### config.mk
export PLATFORM = sky130hd
export DESIGN_NAME = uehr_regs
export DESIGN_NICKNAME = d
export VERILOG_FILES = /design/src/uehr_pkg.sv /design/src/uehr_regs.sv
export SDC_FILE = /design/constraint.sdc
export NUM_CORES = 1
export LEC_CHECK = 0
export BUFFER_PORTS_ARGS = -buffer_cell sky130_fd_sc_hd__buf_2
export CAP_MARGIN = 20
export CORE_MARGIN = 1
export CORE_UTILIZATION = 40
export DETAILED_ROUTE_END_ITERATION = 10
export HOLD_SLACK_MARGIN = 0.1
export PLACE_DENSITY_LB_ADDON = 0.1
export SLEW_MARGIN = 20
export SYNTH_ARGS = -nofsm -noshare
export SYNTH_HDL_FRONTEND = slang
export SYNTH_SLANG_ARGS = --single-unit
### constraint.sdc
create_clock -name clk -period 2.5 [get_ports clk]
set_input_delay 0.5 -clock clk [delete_from_list [all_inputs] [get_ports clk]]
set_output_delay 0.5 -clock clk [all_outputs]
set_load 0.05 [all_outputs]
### src/uehr_pkg.sv
package uehr_pkg;

	// CPU-side addresses of the shared register block
	localparam logic [7:0] CPU_RXBUF_ADDR  = 8'h20;
	localparam logic [7:0] CPU_TXHOLD_ADDR = 8'h21;
	localparam logic [7:0] CPU_LCR_ADDR    = 8'h22;
	localparam logic [7:0] CPU_MCR_ADDR    = 8'h23;
	localparam logic [7:0] CPU_DIVLO_ADDR  = 8'h24;
	localparam logic [7:0] CPU_DIVHI_ADDR  = 8'h25;
	localparam logic [7:0] CPU_SCR_ADDR    = 8'h26;
	localparam logic [7:0] CPU_HHR_ADDR    = 8'h2f;
	localparam logic [7:0] CPU_LSR_ADDR    = 8'h30;
	localparam logic [7:0] CPU_MSR_ADDR    = 8'h31;
	localparam logic [7:0] CPU_HCR_ADDR    = 8'h32;

	// Host-side addresses
	localparam logic [3:0] HOST_DATA_ADDR = 4'h0;
	localparam logic [3:0] HOST_IER_ADDR  = 4'h1;
	localparam logic [3:0] HOST_LCR_ADDR  = 4'h3;
	localparam logic [3:0] HOST_MCR_ADDR  = 4'h4;
	localparam logic [3:0] HOST_LSR_ADDR  = 4'h5;
	localparam logic [3:0] HOST_MSR_ADDR  = 4'h6;
	localparam logic [3:0] HOST_SCR_ADDR  = 4'h7;
	localparam logic [3:0] HOST_HHR_ADDR  = 4'hf;

	// Host control bit positions
	localparam int HCR_IRQ_EN    = 0;
	localparam int HCR_MODE_SEL  = 1;
	localparam int HCR_HOST_EN   = 2;
	localparam int HCR_DIV_FLAG  = 4;
	localparam int HCR_LCR_FLAG  = 5;
	localparam int HCR_MCR_FLAG  = 6;
	localparam int HCR_TX_FLAG   = 7;
	localparam logic [7:0] HCR_FIXED_ONES = 8'h08;

	// Line control bit positions
	localparam int LCR_STB   = 2;
	localparam int LCR_PEN   = 3;
	localparam int LCR_EPS   = 4;
	localparam int LCR_STICK = 5;
	localparam int LCR_BREAK = 6;

	// Modem control / status bit positions
	localparam int MCR_DTR  = 0;
	localparam int MCR_RTS  = 1;
	localparam int MCR_OUT1 = 2;
	localparam int MCR_OUT2 = 3;
	localparam int MCR_LOOP = 4;

	// Line status bit positions
	localparam int LSR_DR   = 0;
	localparam int LSR_TX_HOLDING_EMPTY = 5;
	localparam int LSR_TEMT = 6;
	localparam logic [6:0] LSR_ERR_MASK = 7'h1e;

	// Reset values
	localparam logic [7:0] HCR_RST  = 8'h00;
	localparam logic [7:0] HHR_RST  = 8'h00;
	localparam logic [6:0] LSR_RST  = 7'h00;
	localparam logic [7:0] MSR_RST  = 8'h00;
	localparam logic [4:0] MCR_RST  = 5'h00;
	localparam logic [7:0] BUF_RST  = 8'h00;

	// Character format constants
	localparam logic [3:0] MIN_DATA_BITS   = 4'h5;
	localparam logic [2:0] ONE_STOP_HALVES = 3'h2;
	localparam logic [2:0] ONE5_STOP_HALVES = 3'h3;
	localparam logic [2:0] TWO_STOP_HALVES = 3'h4;

	typedef struct packed {
		logic       rd;
		logic       wr;
		logic [3:0] addr;
		logic [7:0] wdata;
	} uehr_host_req_t;

	typedef struct packed {
		logic       rd;
		logic       wr;
		logic [7:0] addr;
		logic [7:0] wdata;
	} uehr_cpu_req_t;

	typedef struct packed {
		logic [3:0] data_bits;
		logic [2:0] stop_halves;
		logic       parity_on;
		logic       parity_stick;
		logic       even_parity_sel;
		logic       break_on;
	} uehr_line_fmt_t;

endpackage : uehr_pkg

### src/uehr_regs.sv
`timescale 1ns/10ps
module uehr_regs
	import uehr_pkg::*;
(
	input  wire logic           clk,
	input  wire logic           srst,
	input  wire uehr_host_req_t host_req,
	output logic [7:0]          host_rdata,
	input  wire uehr_cpu_req_t  cpu_req,
	output logic [7:0]          cpu_rdata,
	input  wire logic           rxd_in,
	output logic                rxd_out,
	input  wire logic [7:0]     tx_char,
	output logic                tx_parity_bit,
	output uehr_line_fmt_t      line_fmt,
	output logic [15:0]         baud_divisor,
	output logic                host_irq_out,
	output logic                host_irq_oe,
	output logic                cpu_irq_line_three
);

	function automatic logic uart_hit(input uehr_host_req_t r, input logic [3:0] a);
		uart_hit = (r.addr == a);
	endfunction : uart_hit

	function automatic logic [7:0] len_mask(input logic [1:0] sel);
		unique case (sel)
			2'b00: len_mask = 8'h1f;
			2'b01: len_mask = 8'h3f;
			2'b10: len_mask = 8'h7f;
			2'b11: len_mask = 8'hff;
		endcase
	endfunction : len_mask

	logic [6:0] lcr_q;
	logic       divisor_access_bit_q;
	logic [4:0] mcr_q;
	logic [7:0] div_lo_q;
	logic [7:0] div_hi_q;
	logic [7:0] scr_q;
	logic [7:0] rxbuf_q;
	logic [7:0] txhold_q;
	logic [6:0] lsr_q;
	logic [6:0] lsr_d;
	logic [7:0] msr_q;
	logic [7:0] msr_d;
	logic [7:0] hcr_q;
	logic [7:0] hcr_d;
	logic [7:0] hhr_q;
	logic [7:0] hhr_d;
	logic [7:0] cpu_rd_d;
	logic [7:0] host_rd_d;
	logic [7:0] msr_view;

	logic host_on, uart_mode, hw, hr, cw, loop_on;
	logic h_thr_wr, h_rbr_rd, h_dlo_wr, h_dhi_wr, h_lcr_wr, h_mcr_wr;
	logic h_msr_wr, h_scr_wr, h_hhr_wr, h_lsr_rd, h_msr_rd;

	assign host_on   = hcr_q[HCR_HOST_EN];
	assign uart_mode = host_on & hcr_q[HCR_MODE_SEL];
	assign hw        = host_req.wr & uart_mode;
	assign hr        = host_req.rd & uart_mode;
	assign loop_on   = mcr_q[MCR_LOOP];
	assign cw        = cpu_req.wr;

	// Low addresses steer by the host-only latch
	assign h_thr_wr = hw & uart_hit(host_req, HOST_DATA_ADDR) & ~divisor_access_bit_q;
	assign h_rbr_rd = hr & uart_hit(host_req, HOST_DATA_ADDR) & ~divisor_access_bit_q;
	assign h_dlo_wr = hw & uart_hit(host_req, HOST_DATA_ADDR) & divisor_access_bit_q;
	assign h_dhi_wr = hw & uart_hit(host_req, HOST_IER_ADDR) & divisor_access_bit_q;
	assign h_lcr_wr = hw & uart_hit(host_req, HOST_LCR_ADDR);
	assign h_mcr_wr = hw & uart_hit(host_req, HOST_MCR_ADDR);
	assign h_msr_wr = hw & uart_hit(host_req, HOST_MSR_ADDR);
	assign h_scr_wr = hw & uart_hit(host_req, HOST_SCR_ADDR);
	assign h_lsr_rd = hr & uart_hit(host_req, HOST_LSR_ADDR);
	assign h_msr_rd = hr & uart_hit(host_req, HOST_MSR_ADDR);
	assign h_hhr_wr = host_req.wr & host_on & ~hcr_q[HCR_MODE_SEL]
		& uart_hit(host_req, HOST_HHR_ADDR);

	// Line control: no reset on the shared byte
	always_ff @(posedge clk)
	begin
		if (h_lcr_wr)
			lcr_q <= host_req.wdata[6:0];
		else if (cw && cpu_req.addr == CPU_LCR_ADDR)
			lcr_q <= cpu_req.wdata[6:0];
	end

	// Address-extension latch, host only
	always_ff @(posedge clk)
	begin
		if (srst)
			divisor_access_bit_q <= 1'b0;
		else if (h_lcr_wr)
			divisor_access_bit_q <= host_req.wdata[7];
	end

	// Divisor and scratch bytes keep power-up contents through reset
	always_ff @(posedge clk)
	begin
		if (h_dlo_wr)
			div_lo_q <= host_req.wdata;
		else if (cw && cpu_req.addr == CPU_DIVLO_ADDR)
			div_lo_q <= cpu_req.wdata;
		if (h_dhi_wr)
			div_hi_q <= host_req.wdata;
		else if (cw && cpu_req.addr == CPU_DIVHI_ADDR)
			div_hi_q <= cpu_req.wdata;
		if (h_scr_wr)
			scr_q <= host_req.wdata;
		else if (cw && cpu_req.addr == CPU_SCR_ADDR)
			scr_q <= cpu_req.wdata;
	end

	always_ff @(posedge clk)
	begin
		if (srst)
			mcr_q <= MCR_RST;
		else if (h_mcr_wr)
			mcr_q <= host_req.wdata[4:0];
		else if (cw && cpu_req.addr == CPU_MCR_ADDR)
			mcr_q <= cpu_req.wdata[4:0];
	end

	// Data buffers; loop mode copies the transmit byte across
	always_ff @(posedge clk)
	begin
		if (srst)
		begin
			rxbuf_q  <= BUF_RST;
			txhold_q <= BUF_RST;
		end
		else
		begin
			if (h_thr_wr)
				txhold_q <= host_req.wdata;
			if (h_thr_wr && loop_on)
				rxbuf_q <= host_req.wdata;
			else if (cw && cpu_req.addr == CPU_RXBUF_ADDR)
				rxbuf_q <= cpu_req.wdata;
		end
	end

	// Line status: set wins over host-side clears
	always_comb
	begin
		logic [6:0] set_v;
		logic [6:0] clr_v;
		set_v = '0;
		clr_v = '0;
		if (cw && cpu_req.addr == CPU_LSR_ADDR)
			set_v = ~cpu_req.wdata[6:0];
		if (h_thr_wr && loop_on)
			set_v[LSR_DR] = 1'b1;
		if (h_rbr_rd)
			clr_v[LSR_DR] = 1'b1;
		if (h_lsr_rd)
			clr_v = clr_v | LSR_ERR_MASK;
		if (h_thr_wr)
		begin
			clr_v[LSR_TX_HOLDING_EMPTY] = 1'b1;
			clr_v[LSR_TEMT] = 1'b1;
		end
		lsr_d = set_v | (lsr_q & ~clr_v);
	end

	always_ff @(posedge clk)
	begin
		if (srst)
			lsr_q <= LSR_RST;
		else
			lsr_q <= lsr_d;
	end

	// Modem status: deltas sticky, levels plain storage
	always_comb
	begin
		msr_d = msr_q;
		if (h_msr_rd)
			msr_d[3:0] = 4'h0;
		if (cw && cpu_req.addr == CPU_MSR_ADDR)
		begin
			msr_d[3:0] = msr_d[3:0] | ~cpu_req.wdata[3:0];
			msr_d[7:4] = cpu_req.wdata[7:4];
		end
		else if (h_msr_wr)
			msr_d[7:4] = host_req.wdata[7:4];
	end

	always_ff @(posedge clk)
	begin
		if (srst)
			msr_q <= MSR_RST;
		else
			msr_q <= msr_d;
	end

	// Host control: CPU owns bits 2:0, flags set by host writes
	always_comb
	begin
		logic [7:0] set_v;
		set_v = '0;
		set_v[HCR_DIV_FLAG] = h_dlo_wr | h_dhi_wr;
		set_v[HCR_LCR_FLAG] = h_lcr_wr;
		set_v[HCR_MCR_FLAG] = h_mcr_wr;
		set_v[HCR_TX_FLAG]  = h_thr_wr;
		hcr_d = hcr_q;
		if (cw && cpu_req.addr == CPU_HCR_ADDR)
		begin
			hcr_d[2:0] = cpu_req.wdata[2:0];
			hcr_d[7:4] = hcr_q[7:4] & cpu_req.wdata[7:4];
		end
		hcr_d[7:4] = hcr_d[7:4] | set_v[7:4];
		hcr_d[3]   = 1'b0;
	end

	always_ff @(posedge clk)
	begin
		if (srst)
			hcr_q <= HCR_RST;
		else
			hcr_q <= hcr_d;
	end

	// Handshake: split write ownership per bit
	always_comb
	begin
		logic cpu_hit;
		cpu_hit = cw && cpu_req.addr == CPU_HHR_ADDR;
		hhr_d = hhr_q;
		if (h_hhr_wr)
			hhr_d[1:0] = host_req.wdata[1:0];
		if (cpu_hit)
			hhr_d[3:2] = cpu_req.wdata[3:2];
		if (h_hhr_wr)
			hhr_d[5:4] = hhr_d[5:4] & host_req.wdata[5:4];
		if (cpu_hit)
			hhr_d[7:6] = hhr_d[7:6] & cpu_req.wdata[7:6];
		if (cpu_hit)
			hhr_d[5:4] = hhr_d[5:4] | ~cpu_req.wdata[5:4];
		if (h_hhr_wr)
			hhr_d[7:6] = hhr_d[7:6] | host_req.wdata[7:6];
	end

	always_ff @(posedge clk)
	begin
		if (srst)
			hhr_q <= HHR_RST;
		else
			hhr_q <= hhr_d;
	end

	// Loop mode status view
	always_comb
	begin
		msr_view = msr_q;
		if (loop_on)
			msr_view[7:4] = {mcr_q[MCR_OUT2], mcr_q[MCR_OUT1],
				mcr_q[MCR_DTR], mcr_q[MCR_RTS]};
	end

	always_comb
	begin
		host_rd_d = 8'h00;
		unique case (host_req.addr)
			HOST_DATA_ADDR: host_rd_d = divisor_access_bit_q ? div_lo_q : rxbuf_q;
			HOST_IER_ADDR:  host_rd_d = divisor_access_bit_q ? div_hi_q : 8'h00;
			HOST_LCR_ADDR:  host_rd_d = {divisor_access_bit_q, lcr_q};
			HOST_MCR_ADDR:  host_rd_d = {3'h0, mcr_q};
			HOST_LSR_ADDR:  host_rd_d = {1'b0, lsr_q};
			HOST_MSR_ADDR:  host_rd_d = msr_view;
			HOST_SCR_ADDR:  host_rd_d = scr_q;
			default:        host_rd_d = 8'h00;
		endcase
		if (!uart_mode)
			host_rd_d = (host_on && host_req.addr == HOST_HHR_ADDR) ? hhr_q : 8'h00;
	end

	always_comb
	begin
		unique case (cpu_req.addr)
			CPU_RXBUF_ADDR:  cpu_rd_d = rxbuf_q;
			CPU_TXHOLD_ADDR: cpu_rd_d = txhold_q;
			CPU_LCR_ADDR:    cpu_rd_d = {divisor_access_bit_q, lcr_q};
			CPU_MCR_ADDR:    cpu_rd_d = {3'h0, mcr_q};
			CPU_DIVLO_ADDR:  cpu_rd_d = div_lo_q;
			CPU_DIVHI_ADDR:  cpu_rd_d = div_hi_q;
			CPU_SCR_ADDR:    cpu_rd_d = scr_q;
			CPU_HHR_ADDR:    cpu_rd_d = hhr_q;
			CPU_LSR_ADDR:    cpu_rd_d = {1'b0, lsr_q};
			CPU_MSR_ADDR:    cpu_rd_d = msr_q;
			CPU_HCR_ADDR:    cpu_rd_d = hcr_q | HCR_FIXED_ONES;
			default:         cpu_rd_d = 8'h00;
		endcase
	end

	always_ff @(posedge clk)
	begin
		if (srst)
		begin
			host_rdata <= 8'h00;
			cpu_rdata  <= 8'h00;
		end
		else
		begin
			if (host_req.rd)
				host_rdata <= host_rd_d;
			if (cpu_req.rd)
				cpu_rdata <= cpu_rd_d;
		end
	end

	// Interrupt lines
	always_ff @(posedge clk)
	begin
		if (srst)
		begin
			host_irq_out       <= 1'b0;
			host_irq_oe        <= 1'b0;
			cpu_irq_line_three <= 1'b0;
		end
		else
		begin
			host_irq_out <= |(hhr_q[1:0] & hhr_q[5:4]);
			host_irq_oe  <= mcr_q[MCR_OUT2];
			cpu_irq_line_three <= |(hhr_q[3:2] & hhr_q[7:6])
				| (hcr_q[HCR_IRQ_EN] & |hcr_q[7:4]);
		end
	end

	// Character format decode and line helpers
	always_ff @(posedge clk)
	begin
		if (srst)
		begin
			line_fmt      <= '0;
			rxd_out       <= 1'b1;
			tx_parity_bit <= 1'b0;
			baud_divisor  <= 16'h0000;
		end
		else
		begin
			line_fmt.data_bits <= MIN_DATA_BITS + {2'b00, lcr_q[1:0]};
			if (!lcr_q[LCR_STB])
				line_fmt.stop_halves <= ONE_STOP_HALVES;
			else if (lcr_q[1:0] == 2'b00)
				line_fmt.stop_halves <= ONE5_STOP_HALVES;
			else
				line_fmt.stop_halves <= TWO_STOP_HALVES;
			line_fmt.parity_on       <= lcr_q[LCR_PEN];
			line_fmt.parity_stick    <= lcr_q[LCR_STICK];
			line_fmt.even_parity_sel <= lcr_q[LCR_EPS];
			line_fmt.break_on        <= lcr_q[LCR_BREAK];
			rxd_out <= rxd_in & ~lcr_q[LCR_BREAK];
			if (lcr_q[LCR_STICK])
				tx_parity_bit <= ~lcr_q[LCR_EPS];
			else
				tx_parity_bit <= ^(tx_char & len_mask(lcr_q[1:0])) ^ ~lcr_q[LCR_EPS];
			baud_divisor <= {div_hi_q, div_lo_q};
		end
	end

	a_lcr_flag_set: assert property (@(posedge clk) disable iff (srst)
		h_lcr_wr |=> hcr_q[HCR_LCR_FLAG])
		else $error("line control write flag not set");

	a_mcr_flag_set: assert property (@(posedge clk) disable iff (srst)
		h_mcr_wr |=> hcr_q[HCR_MCR_FLAG])
		else $error("modem control write flag not set");

	a_div_flag_set: assert property (@(posedge clk) disable iff (srst)
		(h_dlo_wr || h_dhi_wr) |=> hcr_q[HCR_DIV_FLAG])
		else $error("divisor write flag not set");

	a_dr_read_clear: assert property (@(posedge clk) disable iff (srst)
		(h_rbr_rd && !(cw && cpu_req.addr == CPU_LSR_ADDR)) |=> !lsr_q[LSR_DR])
		else $error("data ready not cleared by buffer read");

	a_lsr_err_clear: assert property (@(posedge clk) disable iff (srst)
		(h_lsr_rd && !(cw && cpu_req.addr == CPU_LSR_ADDR)) |=> (lsr_q[4:1] == 4'h0))
		else $error("line status errors not cleared by read");

	a_tx_holding_empty_temt_clear: assert property (@(posedge clk) disable iff (srst)
		(h_thr_wr && !(cw && cpu_req.addr == CPU_LSR_ADDR))
		|=> (!lsr_q[LSR_TX_HOLDING_EMPTY] && !lsr_q[LSR_TEMT]))
		else $error("transmit empty bits not cleared");

	a_lsr_set_wins: assert property (@(posedge clk) disable iff (srst)
		(cw && cpu_req.addr == CPU_LSR_ADDR && !cpu_req.wdata[LSR_DR])
		|=> lsr_q[LSR_DR])
		else $error("cpu set of data ready lost");

	a_msr_delta_clear: assert property (@(posedge clk) disable iff (srst)
		(h_msr_rd && !(cw && cpu_req.addr == CPU_MSR_ADDR)) |=> (msr_q[3:0] == 4'h0))
		else $error("modem deltas not cleared by read");

	a_loop_msr_map: assert property (@(posedge clk) disable iff (srst)
		(h_msr_rd && loop_on) |=> (host_rdata[7:4] == {$past(mcr_q[3]),
			$past(mcr_q[2]), $past(mcr_q[0]), $past(mcr_q[1])}))
		else $error("loop modem status mapping wrong");

	a_loop_copy: assert property (@(posedge clk) disable iff (srst)
		(h_thr_wr && loop_on) |=> (rxbuf_q == $past(host_req.wdata)))
		else $error("loop byte not in receive buffer");

	a_host_irq_out_gate: assert property (@(posedge clk) disable iff (srst)
		!mcr_q[MCR_OUT2] [*2] |-> !host_irq_oe)
		else $error("host interrupt driven while disabled");

	a_cf_host_set: assert property (@(posedge clk) disable iff (srst)
		(h_hhr_wr && host_req.wdata[7]) |=> hhr_q[7])
		else $error("controller flag not set by host");

	a_stop_count: assert property (@(posedge clk) disable iff (srst)
		(lcr_q[LCR_STB] && lcr_q[1:0] == 2'b00 && !h_lcr_wr
		&& !(cw && cpu_req.addr == CPU_LCR_ADDR)) |=> (line_fmt.stop_halves == 3'h3))
		else $error("stop count wrong for five bit characters");

endmodule : uehr_regs

Word level (Yosys, flattened, before mapping)
Index checks and enable logic that the tools add are counted.
- $add $sub $neg: 1
- mux-type cells: 39
- reduce and logical (&&, ||, !) cells: 26
- bitwise gates (word level): 45
- eq/ne operators: 21
- operators with widths (kind ; number):
    two-way mux 8 bit ; 14
    == test 8 x 6 -> 1 bit (second input constant) ; 11
    case mux 8 bit (11 select lines) ; 1
    case mux 8 bit (7 select lines) ; 1
    case mux 8 bit (4 select lines) ; 1
    two-way mux 4 bit ; 6
    bitwise AND 1 bit ; 21
    two-way mux 7 bit ; 3
    == test 4 x 3 -> 1 bit (second input constant) ; 4
    two-way mux 5 bit ; 3
    inverter 7 bit ; 2
    nonzero test 2 bit ; 7
    logical AND 1 bit ; 12
    two-way mux 2 bit ; 6
    bitwise AND 2 bit ; 4
    bitwise AND 8 bit ; 1
    OR 4 bit ; 2
    parity 8 bit ; 1
    bitwise AND 7 bit ; 1
    OR 7 bit ; 1
    OR reduction 2 bit ; 3
    inverter 1 bit ; 5
    adder 3 x 2 -> 4 bit (first input constant) ; 1
    bitwise AND 4 bit ; 1
    other kinds (15) ; 20
- input port bits: 43
- flip-flop bits (word level): 131

Logic depth before layout (Yosys ltp)
- word-level depth: 9
- depth in mapped cells: 9

Worst setup path before layout
Ideal clock, no wire load.
- kind: input to register
- start: input port host_req[11] (netlist name)
- end: register div_hi_q[0], enable pin
- buffers on the path: 2
- stages on the path: 7
- data required time: 2.171 ns
- setup slack: 0.386 ns
- library setup time: 0.329 ns
- arrival time: 1.785 ns
- path through: buf_2 -> nand2b_1 -> nor4b_2 -> and2_1 -> buf_2 -> inv_1 -> nand2_1
- word-level cells in the longest chain between the ends: 4
- ends and longest elaborated chain (what ; line ; RTL):
    start: declaration ; uehr_regs.sv:7 ; input wire uehr_host_req_t host_req,
    == test 4 x 1 -> 1 bit ; uehr_regs.sv:23 ; uart_hit = (r.addr == a);
    bitwise AND 1 bit (2 in series) ; uehr_regs.sv:70 ; assign h_dhi_wr = hw & uart_hit(host_req, HOST_IER_ADDR) & divisor_access_bit_q;
    nonzero test 2 bit (no source line) ; -- ;
    end signal: assignment ; uehr_regs.sv:106 ; div_hi_q <= host_req.wdata;
    end signal: assignment ; uehr_regs.sv:108 ; div_hi_q <= cpu_req.wdata;
    end: declaration ; uehr_regs.sv:39 ; logic [7:0] div_hi_q;
Every way passes these cells.
A chain may end at the register's enable or synchronous reset.

Final worst setup path
- start: register mcr_q[4]
- end: register host_rdata[7]
- word-level cells in the longest chain between the ends: 3
- ends and longest elaborated chain (what ; line ; RTL):
    start: declaration ; uehr_regs.sv:37 ; logic [4:0] mcr_q;
    start signal: assignment ; uehr_regs.sv:120 ; mcr_q <= host_req.wdata[4:0];
    start signal: assignment ; uehr_regs.sv:122 ; mcr_q <= cpu_req.wdata[4:0];
    two-way mux 4 bit ; uehr_regs.sv:257 ; if (loop_on)
    case mux 8 bit (7 select lines) ; uehr_regs.sv:265 ; unique case (host_req.addr)
    two-way mux 8 bit ; uehr_regs.sv:275 ; if (!uart_mode)
    end signal: assignment ; uehr_regs.sv:307 ; host_rdata <= host_rd_d;
    end: declaration ; uehr_regs.sv:8 ; output logic [7:0] host_rdata,
Every way passes these cells.

==> run_results.csv <==
group,metric,value,unit
global_routing,antenna_found_initial,0,
worst_hold_path,worstHoldEndpoint,"rxd_out",
clocking,cts_setup_buffers,0,
floorplan,dieArea,0.01733,sq mm
power,switchingPower,0.001373,W
layout,antenna_cells,0,
global_routing,grt_usage,33.02,%
power,seq_power_share,42.3,%
placement,gp_routability_congestion,0.9694,
critical_path,crit_chain,"mux2_2 -> a222oi_1 -> buf_4 -> inv_1 -> o21ai_0 -> buf_4 -> a311oi_1",
floorplan,rows,47,
clocking,cts-buffers-inserted,17,
logic_synthesis,synth-adder-area-share,0.7071,%
clocking,clk_pin_slew,0.06,ns
logic_synthesis,synth_compound_gate_area_share,18.44,%
floorplan,die_y,131.7,um
layout,regMostFlops,"baud_divisor",
logic_synthesis,synth_top_family_by_area,"simple AND/OR/NAND/NOR gates",
critical_path,cp_common_cell,"buf_4",
sta,finClkSkew,0.006644,ns
clocking,cts_buffer_depth,2,
clocking,cts_resized,0,
logic_synthesis,syn_avg_cell_area,9.484,sq um
sta,fmax,434.1,MHz
logic_synthesis,synth_seq_cells,131,
critical_path,crit_path_end_kind,"flip-flop",
logic_synthesis,syn-cell-area,0.006724,sq mm
logic_synthesis,yosysSeqAreaShare,43.62,%
global_routing,grt-ovfl-total,0,
critical_path,r2r_end,"host_rdata[7]",
clocking,root_buffer,"clkbuf_16",
power,p_leak,3.209,nW
floorplan,initial_core_util,40.69,%
critical_path,r2r-start,"mcr_q[4]",
logic_synthesis,synth.mux.area_fraction,12.93,%
logic_synthesis,synthTopCellsByArea,"dfxtp_1 (30%), edfxtp_1 (14%), mux2_2 (6.9%)",
floorplan,pin_count,91,
status,status,"finished, final reports clean",
sta,holdWs,0.2850,ns
layout,drive_gt1_share,29.11,%
logic_synthesis,ys_async_sr_fraction,0,%
detailed_routing,route.detailed.wl_per_inst,27.04,um
sta,timing.setup.tns,0,ns
placement,post_dp_cell_area,0.007605,sq mm
worst_hold_path,hold_class,"input pin to flip-flop",
power,pwr-share-comb,9.4,%
logic_synthesis,synthXorXnorAreaFrac,1.042,%
power,power,0.005193,W
sta,post-route-period-util,92.15,%
detailed_routing,dr.pass1.iters,5,
sta,finalHoldViolCount,0,
detailed_routing,vias,6299,
sta,max_slew_margin,44.93,%
layout,layout_commonest_cell,"dfxtp_1",
power,p_int,0.003819,W
detailed_routing,drt_iter0_drc,638,
detailed_routing,drc,0,
floorplan,fp.coreArea,0.01652,sq mm
global_routing,grt_pass1_vias,5950,
logic_synthesis,synth_ff_type,"dfxtp_1",
logic_synthesis,synth_largest_area_cell,"dfxtp_1",
sta,slew_violations,0,
logic_synthesis,syn_inst,709,
worst_hold_path,min_path_cells,2,
clocking,clkSinkCount,131,
power,ir_drop,0.0004315,V
clocking,cts_hold_buf,0,
critical_path,critPathMaxStageDelay,0.50,ns
logic_synthesis,yosys.area.top_type_share,29.77,%
detailed_routing,ant_nets,0,
clocking,clk_latency,0.42,ns
critical_path,reg2reg_depth,7,
layout,largest_reg_flops,16,
layout,syn2layout_area_growth,21.77,%
layout,nFillCells,1614,
critical_path,required,2.78,ns
floorplan,die_w,131.7,um
worst_hold_path,min_from,"rxd_in",
placement,hpwl,21210,um
layout,fin_nets,861,
logic_synthesis,ys_types,71,
clocking,cts_tree,"done",
sta,rsz0062_at_grt,"no",
layout,post-route-cell-area,0.008188,sq mm
placement,portBuffers,90,
critical_path,crit_fanout,6,
critical_path,reg2reg_setup_slack,0.20,ns
sta,setup_viol_count_final,0,
global_routing,grt_pass1_wl,40470,um
critical_path,cp.arrival,2.59,ns
global_routing,grt_max_degree,50,
power,clkPwrFrac,48.3,%
power,switching_share,26.45,%
logic_synthesis,yosys_warnings,0,
logic_synthesis,synth-edff-count,31,
layout,final_util,49.55,%
logic_synthesis,synth-simple-area-share,18.98,%
detailed_routing,via_per_inst,6.010,
power,power_density,634.2,mW/mm^2
detailed_routing,wirelength,28330,um
critical_path,slowest_stage,"dfxtp_1",
flow_run,cap_violations,0,
sta,worstMarginPinSlew,0.8154,ns
critical_path,worstSetupPathType,"flip-flop to flip-flop",
logic_synthesis,syn-num-nets,755,
layout,mostFrequentLayoutCells,"dfxtp_1 (100), buf_2 (89), nor2_1 (76)",
critical_path,crit_path_start_kind,"flip-flop",
clocking,htreeDepth,4,
sta,min_period,2.304,ns
layout,top_regs,"baud_divisor x16, line_fmt x11",
==> worst max-delay path: cells and delay by family, from the launching register on <==
family / cells / cell delay [ns]
compound gates: 3 / 0.85
flops: 1 / 0.50
mux: 1 / 0.40
buf+inv: 3 / 0.40
==> stage by stage <==
stage,setup WS [ns],std cells
after floorplan,0.3864,709
after global placement,0.008396,1016
after detailed placement,0.04956,1016
after CTS,0.2418,1048
after global routing,0.1113,1048
final,0.1961,1048
==> layer usage <==
layer	GRT usage, %	part of all wire [%]	routed length [um]
met1	44.58	43	12100
met2	52.00	46	13080
met3	5.633	7.8	2219
met4	13.89	3.3	934
met5	0	0	0
==> how the worst max path moves through the flow <==
stage | start | end | slack, ns
2_1_floorplan | host_req[11] | div_hi_q[0] | 0.39
3_3_place_gp | host_req[8] | host_rdata[7] | 0.008
3_5_place_dp | host_req[8] | host_rdata[7] | 0.05
4_1_cts | mcr_q[4] | host_rdata[7] | 0.24
5_1_grt | mcr_q[4] | host_rdata[7] | 0.11
6_report | mcr_q[4] | host_rdata[7] | 0.20
==> cells by family after synthesis <==
logic type               after synthesis
adder cells (fa/ha/maj)                4
buffers and inverters                 64
AO/OA/AOI/OAI                        180
AND/OR/NAND/NOR                      244
multiplexers                          78
flip-flops                           131
XOR/XNOR                               8
==> area by class of cell <==
type	instances	area, sq um	area share (%)
clock buffer	18	429.2	5.241
clock inverter	14	153.9	1.880
inverter	8	30.03	0.3667
multi-input combinational	514	3503	42.79
sequential	131	2933	35.82
tap	220	275.3	3.362
timing repair buffer	143	863.3	10.54
==> synth_stat cells (4+ instances only) <==
| cell | instances |
|---|---|
| a221oi_1 | 5 |
| nand2_1 | 57 |
| o22ai_1 | 7 |
| nor3b_1 | 5 |
| edfxtp_1 | 31 |
| a211oi_1 | 11 |
| a32o_1 | 4 |
| buf_2 | 22 |
| o21ai_0 | 30 |
| mux2i_1 | 34 |
| nor2_1 | 76 |
| and3_1 | 8 |
| nor3_1 | 10 |
| nand3_1 | 13 |
| and2_1 | 5 |
| a22oi_1 | 26 |
| dfxtp_1 | 100 |
| inv_1 | 8 |
| clkbuf_1 | 27 |
| a22o_1 | 4 |
| a311oi_1 | 10 |
| a21oi_1 | 44 |
| a211oi_2 | 9 |
| a31oi_1 | 7 |
| nand3b_1 | 6 |
| mux2_2 | 41 |
| nor2b_1 | 34 |
| xnor2_1 | 7 |
| nand2b_1 | 5 |
==> power groups by stage <==
stage,Combinational [W],Clock (W),Sequential [W]
2_1_floorplan,0.000218,0,0.00231
3_3_place_gp,0.000475,0,0.00224
3_5_place_dp,0.000477,0,0.00224
4_1_cts,0.000478,0.00254,0.00220
5_1_grt,0.000505,0.00264,0.00220
6_report,0.000487,0.00251,0.00220
(Power assumes the default switching activity.)
